[config.mk]
export PLATFORM = sky130hd
export DESIGN_NAME = swpecr_regs
export DESIGN_NICKNAME = d
export VERILOG_FILES = /design/src/rtl/swpecr_pkg.sv /design/src/rtl/swpecr_regs.sv
export VERILOG_INCLUDE_DIRS = /design/src /design/src/rtl
export SDC_FILE = /design/constraint.sdc
export NUM_CORES = 1
export LEC_CHECK = 0
export BUFFER_PORTS_ARGS = -buffer_cell sky130_fd_sc_hd__buf_2
export CAP_MARGIN = 10
export CELL_PAD_IN_SITES_DETAIL_PLACEMENT = 0
export CELL_PAD_IN_SITES_GLOBAL_PLACEMENT = 2
export CORE_MARGIN = 3
export CORE_UTILIZATION = 26
export CTS_CLUSTER_DIAMETER = 200
export DETAILED_ROUTE_END_ITERATION = 7
export PLACE_DENSITY_LB_ADDON = 0.1
export SLEW_MARGIN = 20
export SYNTH_ARGS = -nofsm -noshare
export SYNTH_HDL_FRONTEND = slang
export SYNTH_SLANG_ARGS = --single-unit
[constraint.sdc]
create_clock -name clk -period 2.7 [get_ports clk]
set_input_delay 0.27 -clock clk [delete_from_list [all_inputs] [get_ports clk]]
set_output_delay 0.27 -clock clk [all_outputs]
set_load 0.01 [all_outputs]
[src/rtl/swpecr_map.svh]
`ifndef SWPECR_MAP_SVH
`define SWPECR_MAP_SVH

`define SWPECR_ADDR_W          12
`define SWPECR_OFF_ACS_HDR     12'h220
`define SWPECR_OFF_ACS_CAP     12'h224
`define SWPECR_OFF_EGRESS      12'h228
`define SWPECR_OFF_LTR_HDR     12'h230
`define SWPECR_OFF_LATENCY     12'h234
`define SWPECR_OFF_L1SS_HDR    12'h240

`define SWPECR_ACS_CAP_ID      16'h000D
`define SWPECR_LTR_CAP_ID      16'h0018
`define SWPECR_L1SS_CAP_ID     16'h001E
`define SWPECR_CAP_VER         4'h1
`define SWPECR_ACS_NEXT        12'h240
`define SWPECR_LTR_NEXT        12'h240
`define SWPECR_L1SS_NEXT       12'h000

`define SWPECR_ACS_FEATURES    7'h7F
`define SWPECR_EGRESS_SIZE     8'h08
`define SWPECR_ACS_EN_LSB      16
`define SWPECR_ACS_EN_W        7
`define SWPECR_ACS_EN_RESET    7'h00
`define SWPECR_EGRESS_RESET    8'h00
`define SWPECR_LAT_VAL_W       10
`define SWPECR_LAT_SCL_W       3
`define SWPECR_SNOOP_LSB       0
`define SWPECR_NOSNOOP_LSB     16
`define SWPECR_LAT_RESET       10'h000
`define SWPECR_SCL_RESET       3'h0

`endif

[src/rtl/swpecr_pkg.sv]
package swpecr_pkg;
  typedef enum logic [2:0] {
    swpecr_reg_none,
    swpecr_reg_acs_hdr,
    swpecr_reg_acs_cap,
    swpecr_reg_egress,
    swpecr_reg_ltr_hdr,
    swpecr_reg_latency,
    swpecr_reg_l1ss_hdr
  } swpecr_reg_t;
endpackage : swpecr_pkg

[src/rtl/swpecr_regs.sv]
// Local design decision: the plain strobed port.
`timescale 1ns/1ps
`default_nettype none
`include "swpecr_map.svh"

// How it works
// (RL1) Capability bits 0..6 read as ones: all seven access-control features exist.
// (RL2) Bits 15:8 read-only egress vector size, reads eight.
// (RL3) Bit 16 read-write source check enable, reset zero.
// (RL4) Bit 17 read-write translation blocking enable, reset zero.
// (RL5) Bit 18 read-write request redirect enable, reset zero.
// (RL6) Bit 19 read-write completion redirect enable, reset zero.
// (RL7) Bit 20 read-write upstream forwarding enable, reset zero.
// (RL8) Bit 21 read-write egress control enable, reset zero.
// (RL9) Bit 22 read-write direct translated enable, reset zero.
// (RL10) Eight-bit read-write egress blocking vector in bits 7:0, reset zero.
// (RL11) Access-control registers exist only in downstream ports.
// (RL12) Latency-reporting header and latency word exist only in upstream port.
// (RL13) Latency header reads ID 0x0018, version one, next pointer 0x240.
// (RL14) Bits 9:0 read-write max snoop latency value, reset zero.
// (RL15) Bits 12:10 read-write snoop latency scale, reset zero.
// (RL16) Bits 25:16 read-write max no-snoop latency value, reset zero.
// (RL17) Bits 28:26 read-write no-snoop scale, reset zero; 31:29 reserved.
// (RL18) L1 substates header reads ID 0x001E, version one.
// (RL19) L1 substates next pointer reads zero, ending the chain.
// (RL20) Downstream access-control header reads ID 0x000D, version one.
// (RL21) Reserved bits and absent registers read zero and ignore writes.
module swpecr_regs
  import swpecr_pkg::*;
#(
  parameter int ADDR_W = `SWPECR_ADDR_W
) (
  input  wire logic                          clk,
  input  wire logic                          reset,
  input  wire logic                          is_downstream,
  input  wire logic [ADDR_W-1:0]             addr,
  input  wire logic [31:0]                   wdata,
  input  wire logic                          wr,
  input  wire logic                          rd,
  output var  logic [31:0]                   rdata,
  output var  logic [`SWPECR_ACS_EN_W-1:0]   acs_enable,
  output var  logic [7:0]                    egress_vector,
  output var  logic [`SWPECR_LAT_VAL_W-1:0]  snoop_value,
  output var  logic [`SWPECR_LAT_SCL_W-1:0]  snoop_scale,
  output var  logic [`SWPECR_LAT_VAL_W-1:0]  nosnoop_value,
  output var  logic [`SWPECR_LAT_SCL_W-1:0]  nosnoop_scale
);

  // The port role is a strap; it is sampled through two flops and is
  // expected to stay fixed after reset.
  logic        role_meta;
  logic        role_down;
  swpecr_reg_t sel;
  logic [31:0] next_rdata;

  always_ff @(posedge clk) begin
    if (reset) begin
      role_meta <= 1'b0;
      role_down <= 1'b0;
    end else begin
      role_meta <= is_downstream;
      role_down <= role_meta;
    end
  end

  function automatic swpecr_reg_t decode(input logic [ADDR_W-1:0] a, input logic down);
    swpecr_reg_t r;
    r = swpecr_reg_none;
    case (a)
      `SWPECR_OFF_ACS_HDR:  r = down ? swpecr_reg_acs_hdr : swpecr_reg_none;   // see (RL11)
      `SWPECR_OFF_ACS_CAP:  r = down ? swpecr_reg_acs_cap : swpecr_reg_none;   // see (RL11)
      `SWPECR_OFF_EGRESS:   r = down ? swpecr_reg_egress : swpecr_reg_none;    // see (RL11)
      `SWPECR_OFF_LTR_HDR:  r = down ? swpecr_reg_none : swpecr_reg_ltr_hdr;   // see (RL12)
      `SWPECR_OFF_LATENCY:  r = down ? swpecr_reg_none : swpecr_reg_latency;   // see (RL12)
      `SWPECR_OFF_L1SS_HDR: r = swpecr_reg_l1ss_hdr;
      default:              r = swpecr_reg_none;                               // see (RL21)
    endcase
    return r;
  endfunction : decode

  assign sel = decode(addr, role_down);

  always_ff @(posedge clk) begin
    if (reset) begin
      acs_enable <= `SWPECR_ACS_EN_RESET;                                      // see (RL3)
    end else if (wr && sel == swpecr_reg_acs_cap) begin
      // Bits 16..22 in order: source, translation, request, completion,
      // upstream, egress, direct translated.
      acs_enable <= wdata[`SWPECR_ACS_EN_LSB +: `SWPECR_ACS_EN_W];             // see (RL4) (RL5) (RL6) (RL7) (RL8) (RL9)
    end
  end

  always_ff @(posedge clk) begin
    if (reset) begin
      egress_vector <= `SWPECR_EGRESS_RESET;
    end else if (wr && sel == swpecr_reg_egress) begin
      egress_vector <= wdata[7:0];                                             // see (RL10)
    end
  end

  always_ff @(posedge clk) begin
    if (reset) begin
      snoop_value   <= `SWPECR_LAT_RESET;
      snoop_scale   <= `SWPECR_SCL_RESET;
      nosnoop_value <= `SWPECR_LAT_RESET;
      nosnoop_scale <= `SWPECR_SCL_RESET;
    end else if (wr && sel == swpecr_reg_latency) begin
      snoop_value   <= wdata[`SWPECR_SNOOP_LSB +: `SWPECR_LAT_VAL_W];          // see (RL14)
      snoop_scale   <= wdata[`SWPECR_SNOOP_LSB + `SWPECR_LAT_VAL_W +: `SWPECR_LAT_SCL_W];     // see (RL15)
      nosnoop_value <= wdata[`SWPECR_NOSNOOP_LSB +: `SWPECR_LAT_VAL_W];        // see (RL16)
      nosnoop_scale <= wdata[`SWPECR_NOSNOOP_LSB + `SWPECR_LAT_VAL_W +: `SWPECR_LAT_SCL_W];   // see (RL17)
    end
  end

  always_comb begin
    next_rdata = 32'h0000_0000;                                                // see (RL21)
    case (sel)
      swpecr_reg_acs_hdr:  next_rdata = {`SWPECR_ACS_NEXT, `SWPECR_CAP_VER, `SWPECR_ACS_CAP_ID};     // see (RL20)
      swpecr_reg_acs_cap:  next_rdata = {9'h000, acs_enable, `SWPECR_EGRESS_SIZE, 1'b0,
                                         `SWPECR_ACS_FEATURES};                // see (RL1) (RL2)
      swpecr_reg_egress:   next_rdata = {24'h00_0000, egress_vector};
      swpecr_reg_ltr_hdr:  next_rdata = {`SWPECR_LTR_NEXT, `SWPECR_CAP_VER, `SWPECR_LTR_CAP_ID};     // see (RL13)
      swpecr_reg_latency:  next_rdata = {3'h0, nosnoop_scale, nosnoop_value,
                                         3'h0, snoop_scale, snoop_value};      // see (RL17)
      swpecr_reg_l1ss_hdr: next_rdata = {`SWPECR_L1SS_NEXT, `SWPECR_CAP_VER, `SWPECR_L1SS_CAP_ID};   // see (RL18) (RL19)
      default:             next_rdata = 32'h0000_0000;
    endcase
  end

  // Read data is held only in the cycle after the strobe, zero otherwise.
  always_ff @(posedge clk) begin
    if (reset) begin
      rdata <= 32'h0000_0000;
    end else begin
      rdata <= rd ? next_rdata : 32'h0000_0000;
    end
  end

endmodule : swpecr_regs
`default_nettype wire
* Yosys cells after proc, flatten, opt, wreduce, memory -nomap -nowiden
Index checks and enable logic that the tools add are counted. W data, S select, Z words.
Storage, ports and cells: register bits after elaboration 75, bits in latches 0, RAM bits 0, memory bits (read-only) 0, input bits 49, output and inout port bits 73, word-level logic and storage cells 33, memories kept 0
Cells by class: add/subtract/negate cells 0, multiply operators 0, div/mod/pow operators 0, order comparisons 0, equal/unequal tests 12, shift operators 0, muxes and demuxes 7, bitwise gates (word level) 1, reductions and logical operators 4
Operators by type and width (number):
- $pmux W30 S6 | 1
- $eq A12 B10 Y1 const B | 6
- $pmux W3 S6 | 1
- $eq A3 B3 Y1 const B | 3
- $eq A3 B2 Y1 const B | 2
- $mux W3 | 2
- $mux W2 | 2
- $eq A3 B1 Y1 const B | 1
- $logic_and A1 B1 Y1 | 3
- $reduce_or A2 Y1 | 1
- $mux W1 | 1
- $not A1 Y1 | 1

* Logic depth before layout (Yosys ltp)
word-level depth 4, mapped depth 8, mapped depth without buffers 5

* Worst setup path after synthesis
OpenSTA, ideal clock, no wires.
kind input to register, from input addr[8], to register egress_vector[0], library setup time 0.128 ns, arrival 2.323 ns, required time 2.572 ns, path slack 0.249 ns, cell stages on the path 6, buffers on the path 1, path through or4b_1 > buf_2 > or4_4 > a2111oi_4 > mux2i_1 > nor2_1
Between the ends: word-level cells in the longest chain between the ends 4, elaborated cells on any way between the ends 9, classes of those cells 7 x eq/ne; 1 x mux; 1 x reduce/logical
Ends and longest elaborated chain:
- start: declaration | line swpecr_regs.sv:36 | input wire logic [ADDR_W-1:0] addr,
- $eq A12 B10 Y1 | line swpecr_regs.sv:69 | case (a)
- $pmux W3 S6 * | line swpecr_regs.sv:69
- $eq A3 B2 Y1 * | line swpecr_regs.sv:96 | end else if (wr && sel == swpecr_reg_egress) begin
- $logic_and A1 B1 Y1 * | line swpecr_regs.sv:96
- end signal: assignment | line swpecr_regs.sv:95 | egress_vector <= `SWPECR_EGRESS_RESET;
- end signal: assignment | line swpecr_regs.sv:97 | egress_vector <= wdata[7:0];
- end: declaration | line swpecr_regs.sv:42 | output var logic [7:0] egress_vector,
Mark *: on every way between the ends. The rest lies on a longest branch, timed or not. A chain may end at the register's enable or synchronous reset.

* Final worst setup path
from register role_down, to register snoop_value[1]
Between the ends: word-level cells in the longest chain between the ends 4, elaborated cells on any way between the ends 8, classes of those cells 1 x eq/ne; 6 x mux; 1 x reduce/logical
Ends and longest elaborated chain:
- start: declaration | line swpecr_regs.sv:52 | logic role_down;
- start signal: assignment | line swpecr_regs.sv:62 | role_down <= role_meta;
- $mux W3 (tied with other cells) | line swpecr_regs.sv:74 | `SWPECR_OFF_LATENCY: r = down ? swpecr_reg_none : swpecr_reg_latency;
- $pmux W3 S6 * | line swpecr_regs.sv:69
- $eq A3 B3 Y1 * | line swpecr_regs.sv:107 | end else if (wr && sel == swpecr_reg_latency) begin
- $logic_and A1 B1 Y1 * | line swpecr_regs.sv:107
- end signal: assignment | line swpecr_regs.sv:103 | snoop_value <= `SWPECR_LAT_RESET;
- end signal: assignment | line swpecr_regs.sv:108 | snoop_value <= wdata[`SWPECR_SNOOP_LSB +: `SWPECR_LAT_VAL_W];
- end: declaration | line swpecr_regs.sv:43 | output var logic [`SWPECR_LAT_VAL_W-1:0] snoop_value,
Marked as above.

==> results list <==
- CTS Root Cell: sky130_fd_sc_hd__clkbuf_8
- Via-to-Cell Ratio: 4.56
* Leakage power: 1.62 nW
- Synth unique cells: 43
- Smallest setup slack after layout: 0.387 ns
- Vertical die dimension: 109 µm
- Finish-stage setup viols: 0
- Reg clk slew, reported paths: 0.08 ns
- Final-report max-slew violation count: 0
* Count of cells along the worst register-to-register path: 6
* Family with the most delay on the worst path: simple AND/OR/NAND/NOR gates
- Setup repair after global routing left no endpoint under its margin.
- Sorting the synthesized cells by how often they occur yields 70 x sky130_fd_sc_hd__dfxtp_1, 60 x sky130_fd_sc_hd__nand2_1, 35 x sky130_fd_sc_hd__a21oi_1, 24 x sky130_fd_sc_hd__nor2_1, 15 x sky130_fd_sc_hd__mux2i_1.
- WP data arrival: 2.58 ns
- Post-route total power: 2.29 mW
* Post-Synthesis Cell Area: 2730 µm²
- Along the worst path, the maximum fanout reaches 8.
* Layout cell share with drive strength beyond 1: 0.349
- Cell count after synthesis: 302
- DP Wirelength: 6050 µm
* Worst Path Required: 2.97 ns
* CTS buffer count: 9
* Worst Path Buf+Inv: 1
- After the last flow step, the layout net total stands at 465.
- Ranked by total cell area, the synthesized netlist is headed by sky130_fd_sc_hd__dfxtp_1 51%, sky130_fd_sc_hd__nand2_1 8.2%, sky130_fd_sc_hd__a21oi_1 6.4%.
- Setup slack on the worst flop-to-flop path: 0.39 ns
- Synth Flop Type: sky130_fd_sc_hd__dfxtp_1
* Clock latency on the worst-skew pair: 0.34 ns
* Router iterations before antenna repair: 4
- For this design, the slowest cell found on the critical path is sky130_fd_sc_hd__a2111oi_2.
- In this run the power density over the cells is 610 nW/µm².
* CTS Sinks: 70
- In the synthesized netlist the async set-or-reset flop fraction comes to 0.
- The worst setup path is captured at a flip-flop.
* RD Place Congestion: 0.753
- Clock tree from TritonCTS: yes
- Post-CTS repair changed the size of 0 cells.
* Largest net degree at the start of global routing: 29
- Maximum level of the CTS H-tree: 3
* Total global routing track utilization: 0.148
- The final count of hold timing violations came to 0.
* Max Clk Rate: 432 MHz
* Total vias in the final route: 2529
* Critical Path Stages: 6
- Timing analysis after detailed placement gives a worst setup slack of 0.138 ns.
- Count of warnings emitted by yosys: 0
* DIE AREA: 11800 µm²
- 0 antenna diodes ended up in the layout.
- Final routed wire length divided by cell count: 15.4 µm
- In this run the standard cell core region covers 10000 µm².
- Endpoint of the worst register-to-register path: snoop_value[1]
* Number of flops mapped to enable cells by yosys: 0
- After layout, the minimum clock period comes to 2.31 ns.
* CP Class: flip-flop to flip-flop
- Number of global-route vias before repair: 2451
- After synthesis, the mean cell area works out to 9.05 µm².
- IO Port Bufs: 110
- Number of cells traversed by the worst hold path: 2
* Number of setup buffers added after CTS: 0
- Critical path startpoint category: flip-flop
- Measured along the x axis, the die boundary spans 109 µm.
- Pin placement for this block handled 122 I/O pins.
- Number of hold buffers added after CTS: 0
- Headroom to the max-slew limit: 0.455
* Yosys top cell area share: 0.513
- In this run the worst hold path is classified as primary input to flip-flop.
* Worst ir drop on vdd: 0.000220 V
- In this run the worst setup path terminates at snoop_value[1].
* Max stage delay on crit path: 0.57 ns
* Status: finished, final reports clean
* Max-cap check violation count: 0
- The initial antenna violation count is 0.
- On the final layout, the worst clock skew is 0.00687 ns.
* Most frequent cell after synthesis: sky130_fd_sc_hd__dfxtp_1
- In this run the core area contains 36 standard-cell rows.
- Post-Route Setup TNS: 0 ns
* Residual DRC: 0
* Wire length of the first global-routing pass: 13200 µm
* Startpoint of the worst-slack reg-to-reg timing path: role_down
- Iter 0 DRT Violations: 108
* Share of the yosys chip area belonging to registers: 0.513
- Launching element of the worst setup path: role_down
- The count of nets left with antenna violations once routing finished came out at 0.
- Of all cell types, the one taking the most synthesized area is sky130_fd_sc_hd__dfxtp_1.
- The area growth from synthesis to layout is 37.3%.
- Measured slew at the worst slew-check pin: 0.815 ns
* Starting density of the core: 0.273
- GRT Residual Overflow: 0
* Clock buffer depth: 2
* Detailed Route WL: 8530 µm
- Flip-flop and latch count after synthesis: 70
- Fin crit share: 0.857
* Worst-path cell chain: or3b_2 -> a2111oi_2 -> and3_1 -> buf_4 -> nand2_1 -> a21oi_1
-- state kept, by name (all words and copies together), names as in the netlist --
signal	count
role_meta	1
role_down	1
snoop_value	10
acs_enable	7
egress_vector	8
nosnoop_scale	3
nosnoop_value	10
rdata	27
snoop_scale	3
-- where the power goes --
group          internal, mW  switching [mW]
combinational        0.0345          0.0538
clock                 0.760           0.409
sequential             1.03        0.000901
-- how the worst min path moves through the flow --
stage	from	end	slack [ns]
after floorplan	is_downstream	role_meta	0.40
after global placement	role_meta	role_down	0.42
after detailed placement	role_meta	role_down	0.43
after CTS	is_downstream	role_meta	0.13
after global routing	wdata[9]	snoop_value[9]	0.14
final	is_downstream	role_meta	0.14
-- cell families after synthesis --
group,Yosys count,share of synthesized area
AO/OA/AOI/OAI,65,0.157
XOR/XNOR,2,0.00641
buffers and inverters,27,0.0467
flip-flops,70,0.513
multiplexers,15,0.0549
other,1,0.00137
AND/OR/NAND/NOR,122,0.222
-- final cells by class --
cell class | instances | area, µm²
Fill cell | 1098 | 6250
Sequential cell | 70 | 1400
Multi-Input combinational cell | 209 | 1220
Timing Repair Buffer | 123 | 673
Tap cell | 133 | 166
Clock buffer | 11 | 151
Clock inverter | 5 | 129
Inverter | 3 | 11.3
-- stage by stage --
| stage | utilization | std cells | hold WS (ns) | area [µm²] |
|---|---|---|---|---|
| floorplan | - | 306 | 0.398 | 2750 |
| finish | 0.375 | 554 | 0.144 | 3750 |
| global route | 0.375 | 554 | 0.141 | 3750 |
| detailed placement | 0.347 | 538 | 0.428 | 3470 |
| global placement | 0.347 | 538 | 0.418 | 3470 |
| CTS | 0.375 | 554 | 0.126 | 3750 |
-- per-layer routing --
metal / wire length (µm) / up-vias / global-route usage
li1: - / 1266 / -
met1: 3900 / 1165 / 0.190
met2: 3880 / 91 / 0.237
met3: 664 / 7 / 0.0573
met4: 82 / 0 / 0.0325
met5: 0 / - / 0
-- cell usage in the layout, fill, tap and decap left out, drive strengths merged, types with 3 or more instances in the layout --
master  netlist  final
o21ai         5      5
o211ai        3      3
dfxtp        70     70
a31oi         4      4
buf          11    123
inv           3      3
conb          1      5
nand2        60     60
mux2i        15     15
nand3         4      4
a21oi        35     35
nor4b         4      4
clkbuf       13     11
nor2b         4      4
bufinv        0      4
and3         10     10
a22oi         6      6
nor2         24     24
Note: power is estimated with default switching activity, not from simulation.
